[src/design/rspc_pkg.sv]
// Constants and types for the regulator state and phase configuration block
package rspc_pkg;
  localparam logic [7:0] RSPC_CODE_LOW = 8'hD7;
  localparam logic [7:0] RSPC_CODE_ZERO = 8'h00;
  localparam int RSPC_UV_AT_LOW = 1320000;
  localparam int RSPC_UV_STEP = 5000;
  localparam logic [3:0] RSPC_AUX_ADDR = 4'h1;
  localparam int RSPC_CAL_NS = 1000;
  localparam int RSPC_CLK_NS = 50;
  localparam int RSPC_CAL_CYC = (RSPC_CAL_NS + RSPC_CLK_NS - 1) / RSPC_CLK_NS;
  localparam int RSPC_SS_NS = 2000;
  localparam int RSPC_SS_CYC = (RSPC_SS_NS + RSPC_CLK_NS - 1) / RSPC_CLK_NS;
  localparam logic [13:0] RSPC_ACCEPT_TWO_CORE = 14'h2CC7;
  localparam logic [13:0] RSPC_ACCEPT_ALL_CORE = 14'h3738;
  localparam logic [15:0] RSPC_PATTERN_TO_CFG = 16'h0000;
  typedef enum logic [2:0] {
    RSPC_DISABLED = 3'b000,
    RSPC_CAL = 3'b001,
    RSPC_SOFT = 3'b011,
    RSPC_NORMAL = 3'b010,
    RSPC_ZERO = 3'b110,
    RSPC_DRV_FAULT = 3'b101,
    RSPC_HALT = 3'b100
  } rspc_state_t;
endpackage

[src/design/rspc_cfg_if.sv]
// Interface carrying the decoded phase configuration
`timescale 1ns/1ps
interface rspc_cfg_if;
  logic [3:0] pattern;
  logic [1:0] core_phases;
  logic [1:0] aux_phases;
  logic supported;
  modport dec (input pattern, output core_phases, aux_phases, supported);
  modport top (output pattern, input core_phases, aux_phases, supported);
endinterface

[src/design/rspc_decode.sv]
// Phase configuration decoder and validity check
`timescale 1ns/1ps
module rspc_decode
  import rspc_pkg::*;
(
  rspc_cfg_if.dec cfg,
  input wire logic all_core_variant
);
  logic [3:0] number;
  logic [13:0] accept;
  always_comb begin
    unique case (cfg.pattern[3:2])
      2'b00: cfg.core_phases = 2'd3;
      2'b01: cfg.core_phases = 2'd2;
      2'b11: cfg.core_phases = 2'd1;
      default: cfg.core_phases = 2'd0;
    endcase
    unique case (cfg.pattern[1:0])
      2'b00: cfg.aux_phases = 2'd2;
      2'b01: cfg.aux_phases = 2'd1;
      2'b11: cfg.aux_phases = 2'd0;
      default: cfg.aux_phases = 2'd3;
    endcase
    // Row number within the variant's table
    number = 4'd0;
    unique case (cfg.pattern)
      4'b0000: number = all_core_variant ? 4'd4 : 4'd1;
      4'b0001: number = all_core_variant ? 4'd5 : 4'd2;
      4'b0011: number = all_core_variant ? 4'd6 : 4'd3;
      4'b0100: number = all_core_variant ? 4'd9 : 4'd7;
      4'b0101: number = all_core_variant ? 4'd10 : 4'd8;
      4'b0111: number = 4'd11;
      4'b1101: number = all_core_variant ? 4'd13 : 4'd12;
      4'b1111: number = 4'd14;
      default: number = 4'd0;
    endcase
    accept = all_core_variant ? RSPC_ACCEPT_ALL_CORE : RSPC_ACCEPT_TWO_CORE;
    cfg.supported = (number != 4'd0) && accept[number - 4'd1];
  end
endmodule

[src/design/rspc_top.sv]
// Regulator state sequencer with start-up phase configuration capture
`timescale 1ns/1ps
module rspc_top
  import rspc_pkg::*;
(
  input wire logic clock,
  input wire logic rst,
  input wire logic supply_lockout,
  input wire logic enable_in,
  input wire logic all_core_variant,
  input wire logic [3:0] phase_sense_pins,
  input wire logic driver_enable_line_in,
  input wire logic soft_start_done,
  input wire logic [7:0] voltage_code,
  input wire logic voltage_code_valid,
  input wire logic [3:0] bus_address,
  input wire logic bus_command,
  input wire logic zero_code_power_good,
  input wire logic [3:0] config_write_data,
  input wire logic config_write,
  output logic power_good_out,
  output logic comp_enable,
  output logic overvoltage_protect,
  output logic undervoltage_protect,
  output logic protect_latching,
  output logic driver_enable_line_out,
  output logic driver_enable_line_oe,
  output logic driver_pullup_on,
  output logic driver_pulldown_on,
  output logic pwm_low,
  output logic low_side_gate_outs_high,
  output logic switching_allowed,
  output logic [3:0] user_config_register,
  output logic [1:0] core_phases,
  output logic [1:0] aux_phases,
  output logic config_unsupported,
  output logic bus_accept,
  output logic [20:0] target_microvolts,
  output rspc_state_t state_out
);
  typedef struct packed {
    logic [1:0] lock_sync;
    logic [1:0] en_sync;
    logic [1:0] drv_sync;
    logic [3:0] s1;
    logic [3:0] s2;
    rspc_state_t state;
    logic [7:0] count;
    logic [3:0] user_cfg;
    logic captured;
    logic [7:0] code;
    logic [20:0] uv;
    logic bus_ack;
  } rspc_st_t;
  rspc_st_t r;
  rspc_st_t next_r;
  logic lock;
  logic en;
  logic drv;
  rspc_cfg_if cfg ();
  assign cfg.pattern = r.user_cfg;
  rspc_decode u_dec (
    .cfg(cfg),
    .all_core_variant(all_core_variant)
  );
  assign lock = r.lock_sync[1];
  assign en = r.en_sync[1];
  assign drv = r.drv_sync[1];
  always_comb begin
    next_r = r;
    // Lockout, enable, driver line and phase sense pins pass two flops before use
    next_r.lock_sync = {r.lock_sync[0], supply_lockout};
    next_r.en_sync = {r.en_sync[0], enable_in};
    next_r.drv_sync = {r.drv_sync[0], driver_enable_line_in};
    next_r.s1 = phase_sense_pins;
    next_r.s2 = r.s1;
    next_r.bus_ack = 1'b0;
    if (r.count != 8'd0) begin
      next_r.count = r.count - 8'd1;
    end
    if (lock) begin
      next_r.state = RSPC_DISABLED;
      next_r.captured = 1'b0;
      next_r.count = 8'd0;
    end else begin
      unique case (r.state)
        RSPC_DISABLED: begin
          if (en) begin
            next_r.state = RSPC_CAL;
            next_r.count = 8'(RSPC_CAL_CYC);
          end
        end
        RSPC_CAL: begin
          if (!r.captured) begin
            next_r.user_cfg = r.s2;
            next_r.captured = 1'b1;
          end
          if (!en) begin
            next_r.state = RSPC_DISABLED;
          end else if (r.count == 8'd0 && r.captured) begin
            if (!cfg.supported) begin
              next_r.state = RSPC_HALT;
            end else if (!drv) begin
              next_r.state = RSPC_DRV_FAULT;
            end else begin
              next_r.state = RSPC_SOFT;
              next_r.count = 8'(RSPC_SS_CYC);
            end
          end
        end
        RSPC_DRV_FAULT: begin
          if (!en) begin
            next_r.state = RSPC_DISABLED;
          end else if (drv) begin
            next_r.state = RSPC_SOFT;
            next_r.count = 8'(RSPC_SS_CYC);
          end
        end
        RSPC_SOFT: begin
          if (!en) begin
            next_r.state = RSPC_DISABLED;
          end else if (soft_start_done && r.count == 8'd0) begin
            next_r.state = RSPC_NORMAL;
          end
        end
        RSPC_NORMAL: begin
          if (!en) begin
            next_r.state = RSPC_DISABLED;
          end else if (voltage_code_valid && voltage_code == RSPC_CODE_ZERO) begin
            next_r.state = RSPC_ZERO;
          end
        end
        RSPC_ZERO: begin
          if (!en) begin
            next_r.state = RSPC_DISABLED;
          end else if (voltage_code_valid && voltage_code != RSPC_CODE_ZERO) begin
            next_r.state = RSPC_NORMAL;
          end
        end
        RSPC_HALT: begin
          if (!en) begin
            next_r.state = RSPC_DISABLED;
          end
        end
        default: next_r.state = RSPC_DISABLED;
      endcase
    end
    // Writes ignored once captured
    // Pin capture wins over a write in its cycle
    if (config_write && !r.captured && !lock && r.state != RSPC_CAL) begin
      next_r.user_cfg = config_write_data;
    end
    if (voltage_code_valid) begin
      next_r.code = voltage_code;
      if (voltage_code >= RSPC_CODE_LOW) begin
        next_r.uv = 21'(RSPC_UV_AT_LOW + RSPC_UV_STEP * int'(voltage_code - RSPC_CODE_LOW));
      end else begin
        next_r.uv = 21'd0;
      end
    end
    if (bus_command && r.captured) begin
      next_r.bus_ack = !(bus_address == RSPC_AUX_ADDR && cfg.aux_phases == 2'd0);
    end
  end
  always_ff @(posedge clock) begin
    if (rst) begin
      r <= '0;
    end else begin
      r <= next_r;
    end
  end
  always_comb begin
    power_good_out = 1'b0;
    comp_enable = 1'b0;
    overvoltage_protect = 1'b0;
    protect_latching = 1'b0;
    driver_enable_line_out = 1'b0;
    driver_enable_line_oe = 1'b0;
    driver_pullup_on = 1'b0;
    pwm_low = 1'b1;
    low_side_gate_outs_high = 1'b0;
    unique case (r.state)
      RSPC_DRV_FAULT: driver_pullup_on = 1'b1;
      RSPC_SOFT: begin
        comp_enable = 1'b1;
        overvoltage_protect = 1'b1;
        driver_enable_line_out = 1'b1;
        driver_enable_line_oe = 1'b1;
        pwm_low = 1'b0;
      end
      RSPC_NORMAL: begin
        power_good_out = 1'b1;
        comp_enable = 1'b1;
        overvoltage_protect = 1'b1;
        protect_latching = 1'b1;
        driver_enable_line_out = 1'b1;
        driver_enable_line_oe = 1'b1;
        pwm_low = 1'b0;
      end
      RSPC_ZERO: begin
        power_good_out = zero_code_power_good;
        driver_enable_line_out = 1'b1;
        driver_enable_line_oe = 1'b1;
        low_side_gate_outs_high = 1'b1;
      end
      default: power_good_out = 1'b0;
    endcase
    undervoltage_protect = overvoltage_protect;
    driver_pulldown_on = lock;
    switching_allowed = r.state == RSPC_SOFT || r.state == RSPC_NORMAL;
    user_config_register = r.user_cfg;
    core_phases = cfg.core_phases;
    aux_phases = cfg.aux_phases;
    config_unsupported = r.captured && !cfg.supported;
    bus_accept = r.bus_ack;
    target_microvolts = r.uv;
    state_out = r.state;
  end
endmodule

[config.mk]
export PLATFORM = sky130hd
export DESIGN_NAME = rspc_top
export DESIGN_NICKNAME = d
export VERILOG_FILES = /design/src/design/rspc_pkg.sv /design/src/design/rspc_cfg_if.sv /design/src/design/rspc_decode.sv /design/src/design/rspc_top.sv
export SDC_FILE = /design/constraint.sdc
export NUM_CORES = 1
export LEC_CHECK = 0
export ABC_AREA = 1
export BUFFER_PORTS_ARGS = -buffer_cell sky130_fd_sc_hd__buf_2
export CELL_PAD_IN_SITES_DETAIL_PLACEMENT = 1
export CELL_PAD_IN_SITES_GLOBAL_PLACEMENT = 2
export CORE_AREA = 2 2 120 122
export CTS_CLUSTER_DIAMETER = 40
export DETAILED_ROUTE_END_ITERATION = 12
export DIE_AREA = 0 0 122 124
export GPL_TIMING_DRIVEN = 1
export PLACE_DENSITY_LB_ADDON = 0.1
export SYNTH_ARGS = -nofsm -noshare
export SYNTH_HDL_FRONTEND = slang
export SYNTH_SLANG_ARGS = --single-unit
export TNS_END_PERCENT = 10
[constraint.sdc]
create_clock -name clock -period 7.7 [get_ports clock]
set_input_delay 0 -clock clock [delete_from_list [all_inputs] [get_ports clock]]
set_output_delay 0 -clock clock [all_outputs]
set_load 0.02 [all_outputs]
## Yosys cells after proc, flatten, opt, wreduce, memory -nomap -nowiden

Index checks and enable logic that the tools add are counted.
W data, S select, Z words.

- Bits in registers: 52
- Bits of input ports: 31
- Output and inout port bits: 46
- Logic and storage cells: 125

- Add/sub/neg operators: 4
- Multipliers: 1
- $lt $le $gt $ge: 2
- Equality and inequality tests: 28
- Mux-type cells: 45
- Bitwise gates (word level): 1
- Reductions and logical operators: 33

Operator list:

| cell | number |
|---|---|
| $mux W3 | 14 |
| $mux W8 | 5 |
| $mux W11 | 3 |
| $pmux W4 S8 | 1 |
| $pmux W8 S3 | 1 |
| $add A21 B21 Y21 const A | 1 |
| $mux W21 | 1 |
| $pmux W3 S7 | 1 |
| $mul A11 B9 Y18 const A | 1 |
| $logic_not A8 Y1 | 2 |
| $reduce_bool A8 Y1 | 2 |
| $ne A3 B3 Y1 const B | 5 |
| $mux W13 | 1 |
| $eq A4 B3 Y1 const B | 3 |
| $mux W4 | 3 |
| $pmux W2 S3 | 2 |
| $logic_and A1 B1 Y1 | 11 |
| $mux W5 | 2 |
| $eq A3 B3 Y1 const B | 3 |
| $sub A8 B8 Y9 const B | 1 |
| $eq A4 B1 Y1 const B | 2 |
| $eq A4 B4 Y1 const B | 2 |
| $ge A8 B8 Y1 const B | 1 |
| $mux W1 | 8 |
| 26 further kinds | 38 |

## Depth between registers and ports, before layout

Gate-level depths: netlist of the first run.

- Word-level depth: 10
- Mapped depth: 29
- Gate-level depth less buffers: 29

## Cells and area by module

A second synthesis of the first run with hierarchy kept.

- Cells, all modules: 670
- Area, all modules: 4723.3 sq um

By module, submodules not included:

| module | instances | cells each | area an instance (sq um) | seq. area each (sq um) |
|---|---|---|---|---|
| rspc_top | 1 | 584 | 4234.1 | 980.9 |
| rspc_decode | 1 | 86 | 489.2 | 0.0 |

## Worst setup path after synthesis of the first run

No wires, ideal clock.

- Kind: input port to flip-flop
- Start: input voltage_code[0]
- End: register r (netlist bit target_microvolts[20])
- Library setup time: 70 ps
- Arrival time: 4629 ps
- Required time: 7630 ps
- Slack: 3001 ps
- Cell stages on the path: 22
- Path buffers: 0
- Cell sequence: ha_1 -> nand3_1 -> nand2_1 -> a21oi_1 -> xor2_1 -> inv_1 -> fa_1 -> fa_1 -> fa_1 -> fa_1 -> ha_1 -> ha_1 -> a21oi_2 -> nor2_1 -> nor2_2 -> nand2_1 -> a21oi_1 -> xor2_1 -> nand2_1 -> nand2_1 -> nand3_1 -> a21oi_1

- Longest elaborated chain between the ends: 4
- Elaborated cells on any way between the ends: 5
- Classes of those cells: add/sub: 2; mul: 1; order compare: 1; mux: 1

Ends and longest elaborated chain:

| item | RTL line | source |
|---|---|---|
| from (decl) | rspc_top.sv:14 | `input wire logic [7:0] voltage_code,` |
| $sub A8 B8 Y9 | rspc_top.sv:156 | `next_r.uv = 21'(RSPC_UV_AT_LOW + RSPC_UV_STEP * int'(voltage_code - RSPC_CODE_LOW));` |
| $mul A11 B9 Y18 | rspc_top.sv:156 |  |
| $add A21 B21 Y21 | rspc_top.sv:156 |  |
| $mux W21 (*) | rspc_top.sv:155 | `if (voltage_code >= RSPC_CODE_LOW) begin` |
| to (signal assigned) | rspc_top.sv:169 | `r <= next_r;` |
| to (decl) | rspc_top.sv:55 | `rspc_st_t r;` |

Mark *: on every way between the ends. The rest lies on a longest branch, timed or not.
A chain may end at the register's enable or synchronous reset.

## Worst setup path in the final report of the first run

Ends and elaborated chain as after synthesis.

==> results of run 1 <==
-- Yosys cell counts, types with 2 or more instances --
master,number,share of area (%)
nand3_2,4,0.84
or2_2,5,0.66
inv_1,114,9.0
nand3_1,40,4.2
dfxtp_1,49,21
a21oi_1,36,3.8
nand4_1,8,1.0
clkbuf_1,6,0.47
ha_1,66,17
nor2_4,3,0.71
nand2_2,9,1.2
nor2_1,55,4.3
buf_4,33,5.2
o211ai_1,2,0.31
nor2_2,5,0.66
xnor2_1,7,1.3
fa_1,17,7.1
a31oi_1,4,0.52
xor2_1,10,1.8
inv_2,3,0.24
nand2_1,147,12
o311ai_0,2,0.37
o21ai_0,20,2.1
nor3_1,8,0.84
or2_1,2,0.26
-- worst register-to-register path, stage by stage (launching register included) --
cell	delay [ps]
dfxtp_1	420
inv_1	100
ha_1	270
nand2_1	130
nor2_1	60
nor2_1	100
nand2_1	60
nor2_2	180
ha_1	290
inv_1	110
nor2_1	50
inv_1	80
nand2_1	50
nand3_1	70
o21ai_0	80
nand2_1	90
nand4_1	130
o21ai_0	290
a21oi_1	110
-- state kept, by name, indices dropped and copies added (netlist names) --
| name | flops |
|---|---|
| driver_pulldown_on | 1 |
| state_out | 3 |
| bus_accept | 1 |
| user_config_register | 4 |
| en | 1 |
| next_r | 7 |
| target_microvolts | 18 |
| drv | 1 |
| r | 13 |
-- cell families (layout without fill, tap and decap cells) --
family / count (synthesis) / count (layout) / share of synthesized area (%)
buffers and inverters: 158 / 212 / 15.2
adders and majority gates: 83 / 83 / 24.4
xor gates and xnor gates: 18 / 18 / 3.46
and+or+nand+nor: 292 / 292 / 27.4
DFF: 49 / 49 / 20.6
AOI/OAI and AO/OA: 74 / 74 / 8.89
other: 1 / 3 / 0.0786
-- power groups by stage --
stage               Combinational [mW]  Clock [mW]  Sequential [mW]
global placement                  1.44           0            0.322
detailed placement                1.48           0            0.323
global route                      1.70       0.241            0.322
finish                            1.46       0.224            0.317
floorplan                         1.17           0            0.316
CTS                               1.49       0.230            0.318
-- worst max path at each step --
| stage | from | endpoint |
|---|---|---|
| floorplan | voltage_code[0] | target_microvolts[20] |
| global route | voltage_code[0] | target_microvolts[20] |
| CTS | voltage_code[0] | target_microvolts[20] |
| finish | voltage_code[0] | target_microvolts[20] |
| global placement | voltage_code[0] | target_microvolts[20] |
| detailed placement | voltage_code[0] | target_microvolts[20] |
-- final cells by class --
cell class / instances / area (um2) / area share (%)
tap: 180 / 225 / 4.19
clock buffer: 5 / 125 / 2.33
multi-input combinational: 470 / 3080 / 57.3
sequential: 49 / 981 / 18.3
clock inverter: 3 / 26.3 / 0.489
timing repair buffer: 86 / 495 / 9.22
inverter: 118 / 443 / 8.25
-- per-stage QoR --
step / hold WS, ps / instance area (um2) / total power, mW / utilization [%]
floorplan: 107 / 4780 / 1.49 / -
global placement: 215 / 5090 / 1.76 / 37.1
detailed placement: 212 / 5090 / 1.80 / 37.1
CTS: 145 / 5370 / 2.04 / 39.2
global route: 178 / 5370 / 2.26 / 39.2
finish: 156 / 5370 / 2.00 / 39.2
-- metal layers --
layer / vias to the layer above / routed length [um]
li1: 2208 / -
met5: - / 0
met1: 2010 / 5240
met2: 33 / 6890
met4: 0 / 108
met3: 9 / 265
-- cell usage in the layout (no fill, tap or decap), types with 2 or more instances in the layout --
cell type and n:
dlygate4sd3_1 13, buf_2 73, inv_1 114, nand4_1 8
fa_1 17, o211ai_1 2, nand3_1 40, or2_1 2
nor2_4 3, clkbuf_16 5, xor2_1 10, o311ai_0 2
xnor2_1 7, conb_1 3, clkinvlp_4 2, nand2_1 147
nand3_2 4, nor3_1 8, a21oi_1 36, or2_2 5
ha_1 66, nand2_2 9, dfxtp_1 49, a31oi_1 4
o21ai_0 20, nor2_2 5, nor2_1 55, inv_2 3
==> flow_summary.yaml, run 1 <==
global_route:
  grt_pass1_wl_um: 20200
  gr-max-usage-layer: "met2"
  grt-ovfl-total: 0
  grt_usage_pct: 16.8
  use_met1_pct: 18.4
  grt_max_degree: 35
  first_global_vias: 4407
  use_met3_pct: 2.29
  gr-usage-met2_pct: 34.2
  antenna_found_initial: 0
synth:
  async_flop_share_pct: 0
  syn_area_um2: 4770
  ys_types: 45
  synth_cells: 675
  ys_seq_elements: 49
  syn_avg_cell_area_um2: 7.07
  synth-edff-count: 0
  synth_ff_type: "dfxtp_1"
  yosys_warnings: 0
  synth-seq-area-share_pct: 20.6
worst_setup_path:
  setup.worst_path.end_class: "flip-flop"
  r2r_setup_slack_ps: 4910
  slowest_stage: "fa_1"
  cp_top_family: "adder cells"
  crit_cells: 23
  path_buf_inv: 2
  path_cells: "buf_2 > ha_1 > nand3_1 > nand2_1 > a21oi_1 > xor2_1 > inv_1 > fa_1 > fa_1 > fa_1 > fa_1 > ha_1 > ha_1 > a21oi_2 > nor2_1 > nor2_2 > nand2_1 > a21oi_1 > xor2_1 > nand2_1 > nand2_1 > nand3_1 > a21oi_1"
  crit_path_max_fanout: 6
  regToRegStartpoint: "user_config_register[2]"
  worstSetupStartpointType: "primary input"
  worst_r2r_path_depth: 18
  crit_type: "in -> reg"
  crit_required_ps: 7920
  cpPeakStageDelay_ps: 530
  reg2reg_to: "r[35]"
  cp.arrival_ps: 5210
clocking:
  cts_resized: 0
  cts.htree.levels: 2
  cts_tree: "yes"
  clock-sinks: 49
  clk_pin_slew_ps: 70
  cts_buffers: 5
  clock_tree.root_cell: "clkbuf_16"
  post_cts_buffers: 0
  clk_latency_ps: 290
  clockBufferDepth: 2
  hold_buffers: 13
power:
  comb_power_share_pct: 72.9
  seqPwrFrac_pct: 15.9
  power_density_nw_per_um2: 372
  leakage_nw: 2.88
  p_switching_mw: 1.06
  pwr-share-clk_pct: 11.2
  internal-power_mw: 0.941
  swShare_pct: 52.9
  ir_drop_mv: 0.240
run_status:
  run_status: "finished, final reports clean"
sta:
  clock.fmax_ghz: 0.201
  fin_ws_ps: 2720
  finalSetupTns_ps: 0
  rsz0062_at_grt: "no"
  finalCriticalPeriod_ps: 4980
  period_share_pct: 64.7
  hold_viol_final: 0
  fin_skew_ps: 5.92
  tightest_slew_ps: 651
  maxSlewViolCount: 0
  setup_viol: 0
  slew_headroom_pct: 56.6
place:
  gp_congestion: 0.829
  pre_cts_slack_ps: 2340
  io_buffers: 73
  hpwl_um: 10800
  dp.cells: 890
routing:
  via_count: 4260
  wl_um: 12500
  via_per_inst: 4.68
  first_pass_iters: 4
  routedWlPerCell_um: 13.7
  drtIter0Drc: 107
  final_antenna_net_count: 0
  drc: 0
worst_hold_path:
  min_path_cells: 5
  hold_path_class: "in -> reg"
  holdPathEnd: "user_config_register[2]"
  hold_start: "config_write"
floorplanning:
  rows: 43
  start_util_pct: 34.8
  die-area_um2: 15100
  ioPinCount: 77
  die_y_um: 124
  fp.coreArea_um2: 13700
  die_width_um: 122
finish:
  area_growth_pct: 12.5
  n_fill_cell: 1774
  drive_above_1_share_pct: 16.0
  fin_nets: 844
  n_antenna_cell: 0
  finalNonFillerCells: 911
flow_run:
  cap_violations: 0
Note: power is estimated with default switching activity, not from simulation.
==> inputs of run 2 (changes only) <==
--- a/config.mk
+++ b/config.mk
@@ -9,10 +9,10 @@
 export BUFFER_PORTS_ARGS = -buffer_cell sky130_fd_sc_hd__buf_2
 export CELL_PAD_IN_SITES_DETAIL_PLACEMENT = 1
 export CELL_PAD_IN_SITES_GLOBAL_PLACEMENT = 2
-export CORE_AREA = 2 2 120 122
+export CORE_AREA = 2 2 132 134
 export CTS_CLUSTER_DIAMETER = 40
 export DETAILED_ROUTE_END_ITERATION = 12
-export DIE_AREA = 0 0 122 124
+export DIE_AREA = 0 0 134 136
 export GPL_TIMING_DRIVEN = 1
 export PLACE_DENSITY_LB_ADDON = 0.1
 export SYNTH_ARGS = -nofsm -noshare
==> constraint.sdc (replaced) <==
create_clock -name clock -period 4.1 [get_ports clock]
set_input_delay 0 -clock clock [delete_from_list [all_inputs] [get_ports clock]]
set_output_delay 0 -clock clock [all_outputs]
set_load 0.02 [all_outputs]
==> run 2 against run 1 <==
Compared with the run above:
- the flow now finishes with violations (negative setup slack)
- largest power group unchanged
- critical path depth is 1 higher
- first-iteration DRC count is 3.7% higher
- register-to-register slack worse by 3600 ps
- sequential power is 88% higher
- non-clock buffer count is 59 higher
- utilization is 3.1 points lower
- flip-flop and latch count stayed put
- clock power is 140% higher
- wire length is 8.7% higher
- hold slack better by 2.5 ps
- critical path type unchanged
- clock skew is 1.4 ps higher
- final cell count is 11% higher
==> flow_summary.yaml, run 2 (synthesized netlist as in run 1, its figures left out) <==
clocking:
  clock-sinks: 49
  cts_buffers: 5
  clk_pin_slew_ps: 70
  clockBufferDepth: 2
  cts.htree.levels: 2
  cts_tree: "yes"
  clk_latency_ps: 290
  clock_tree.root_cell: "clkbuf_16"
sta:
  fin_ws_ps: -229
  clock.fmax_ghz: 0.231
  slew_headroom_pct: 57.6
  fin_skew_ps: 7.35
  tightest_slew_ps: 636
  setup_viol: 7
  maxSlewViolCount: 0
  finalCriticalPeriod_ps: 4330
  period_share_pct: 106
  rsz0062_at_grt: "yes"
  hold_viol_final: 0
routing:
  via_per_inst: 4.46
  via_count: 4530
  wl_um: 13600
  drc: 0
  final_antenna_net_count: 0
  drtIter0Drc: 111
  first_pass_iters: 4
  routedWlPerCell_um: 13.4
power:
  seqPwrFrac_pct: 12.5
  ir_drop_mv: 0.604
  internal-power_mw: 2.51
  comb_power_share_pct: 76.2
  leakage_nw: 3.20
  power_density_nw_per_um2: 785
  total_power_mw: 4.77
  pwr-share-clk_pct: 11.3
  p_switching_mw: 2.27
  swShare_pct: 47.5
finish:
  n_antenna_cell: 0
  area_growth_pct: 27.4
  multi_input_area_um2: 3240
  mostFrequentLayoutCell: "nand2_1"
  n_fill_cell: 2121
  fin_nets: 903
  mostFrequentLayoutCells: "nand2_1 (141), inv_1 (110), buf_2 (73), ha_1 (61), buf_4 (59)"
  final_core_util_pct: 36.0
  drive_above_1_share_pct: 26.5
  largest_register_ffs: 18
  seq_area_um2: 981
floorplanning:
  start_util_pct: 28.3
  ioPinCount: 77
  die-area_um2: 18200
  die_width_um: 134
  fp.coreArea_um2: 16900
  die_y_um: 136
  rows: 48
worst_hold_path:
  hold_path_class: "in -> reg"
  hold_start: "config_write"
worst_setup_path:
  worstSetupStartpointType: "primary input"
  startpoint: "voltage_code[0]"
  slowest_stage: "fa_2"
  crit_required_ps: 4250
  crit_path_max_fanout: 4
  setup.worst_path.end_class: "flip-flop"
  cp_top_family: "adder cells"
  cp.arrival_ps: 4480
  path_buf_inv: 3
  regToRegStartpoint: "user_config_register[3]"
  cpPeakStageDelay_ps: 550
  path_cells: "buf_2 > ha_2 > nand3_2 > nand2_2 > a21oi_4 > xor2_2 > inv_2 > fa_1 > fa_1 > fa_2 > fa_1 > ha_4 > ha_4 > nand2_1 > inv_1 > nand4_1 > nand4_1 > nand2_2 > nor2_4 > nand4_2 > nand2_1 > nand2_1 > nand3_1 > a21oi_1"
  crit_type: "in -> reg"
place:
  gp_congestion: 0.825
  io_buffers: 73
  hpwl_um: 11500
global_route:
  grt-ovfl-total: 0
  grt_pass1_wl_um: 23200
  grt_usage_pct: 15.7
  antenna_found_initial: 0
  first_global_vias: 4930
  grt_max_degree: 35
flow_run:
  cap_violations: 0
run_status:
  run_status: "complete, but fails checks"
  violations: "negative setup slack"
-- run 2: cell types whose count changed in the layout (fill, tap and decap cells not counted), sizes merged --
| cell | previous run | this run |
|---|---|---|
| buf | 73 | 132 |
| bufinv | 0 | 2 |
| clkinvlp | 2 | 0 |
-- run 2: stage by stage --
| step | TNS (ps) | cell area [um2] | std cells | hold slack (ps) | worst slack [ps] |
|---|---|---|---|---|---|
| finish | -1010 | 6080 | 1015 | 159 | -229 |
| global route | -2680 | 6080 | 1015 | 205 | -498 |
| CTS | -1070 | 6020 | 1015 | 160 | -235 |
| detailed placement | -4860 | 5620 | 993 | 218 | -723 |
| global placement | -3660 | 5620 | 993 | 215 | -558 |
| floorplan | -1210 | 4820 | 677 | 107 | -284 |
-- run 2: area by class of cell --
class,count,share of cell area (%)
Tap cell,225,4.63
Clock buffer,5,2.06
Sequential cell,49,16.1
Clock inverter,3,1.13
Multi-Input combinational cell,470,53.3
Timing Repair Buffer,145,15.4
Inverter,118,7.29
-- run 2: final timing paths --
path	endpoint	slack, ps	cells past startpoint
setup reg to reg	r[36]	1310	18
setup / recovery	target_microvolts[19]	-230	24
hold / removal	user_config_register[1]	160	5
hold reg to reg	drv	400	2
-- run 2: what timing repair did --
item / CTS / global route
setup endpoints to repair: 7 / 9
pin swaps: 3 / 4
setup buffers: 1 / 0
endpoints found under the hold margin: 12 / 0
gates resized for setup: 16 / 15
hold buffers: 13 / 0
-- run 2: power by group through the flow --
stage / Combinational (mW) / Sequential, mW / Clock [mW]
after floorplan: 2.27 / 0.593 / 0
after global placement: 3.28 / 0.606 / 0
after detailed placement: 3.35 / 0.607 / 0
after CTS: 3.59 / 0.597 / 0.558
after global routing: 4.16 / 0.607 / 0.574
final: 3.64 / 0.595 / 0.541
-- run 2: worst min-delay path, stage by stage --
cell     delay (ps)
buf_2           100
inv_1            60
nor3_1          100
nand2_1          80
a31oi_1          60
-- run 2: metal layers --
layer | global-route usage, % | up-vias | routed length (um)
met3 | 1.90 | 6 | 256
met2 | 32.1 | 33 | 7690
met5 | 0 | - | 0
met1 | 17.4 | 2170 | 5570
li1 | - | 2321 | -
met4 | 2.42 | 0 | 76
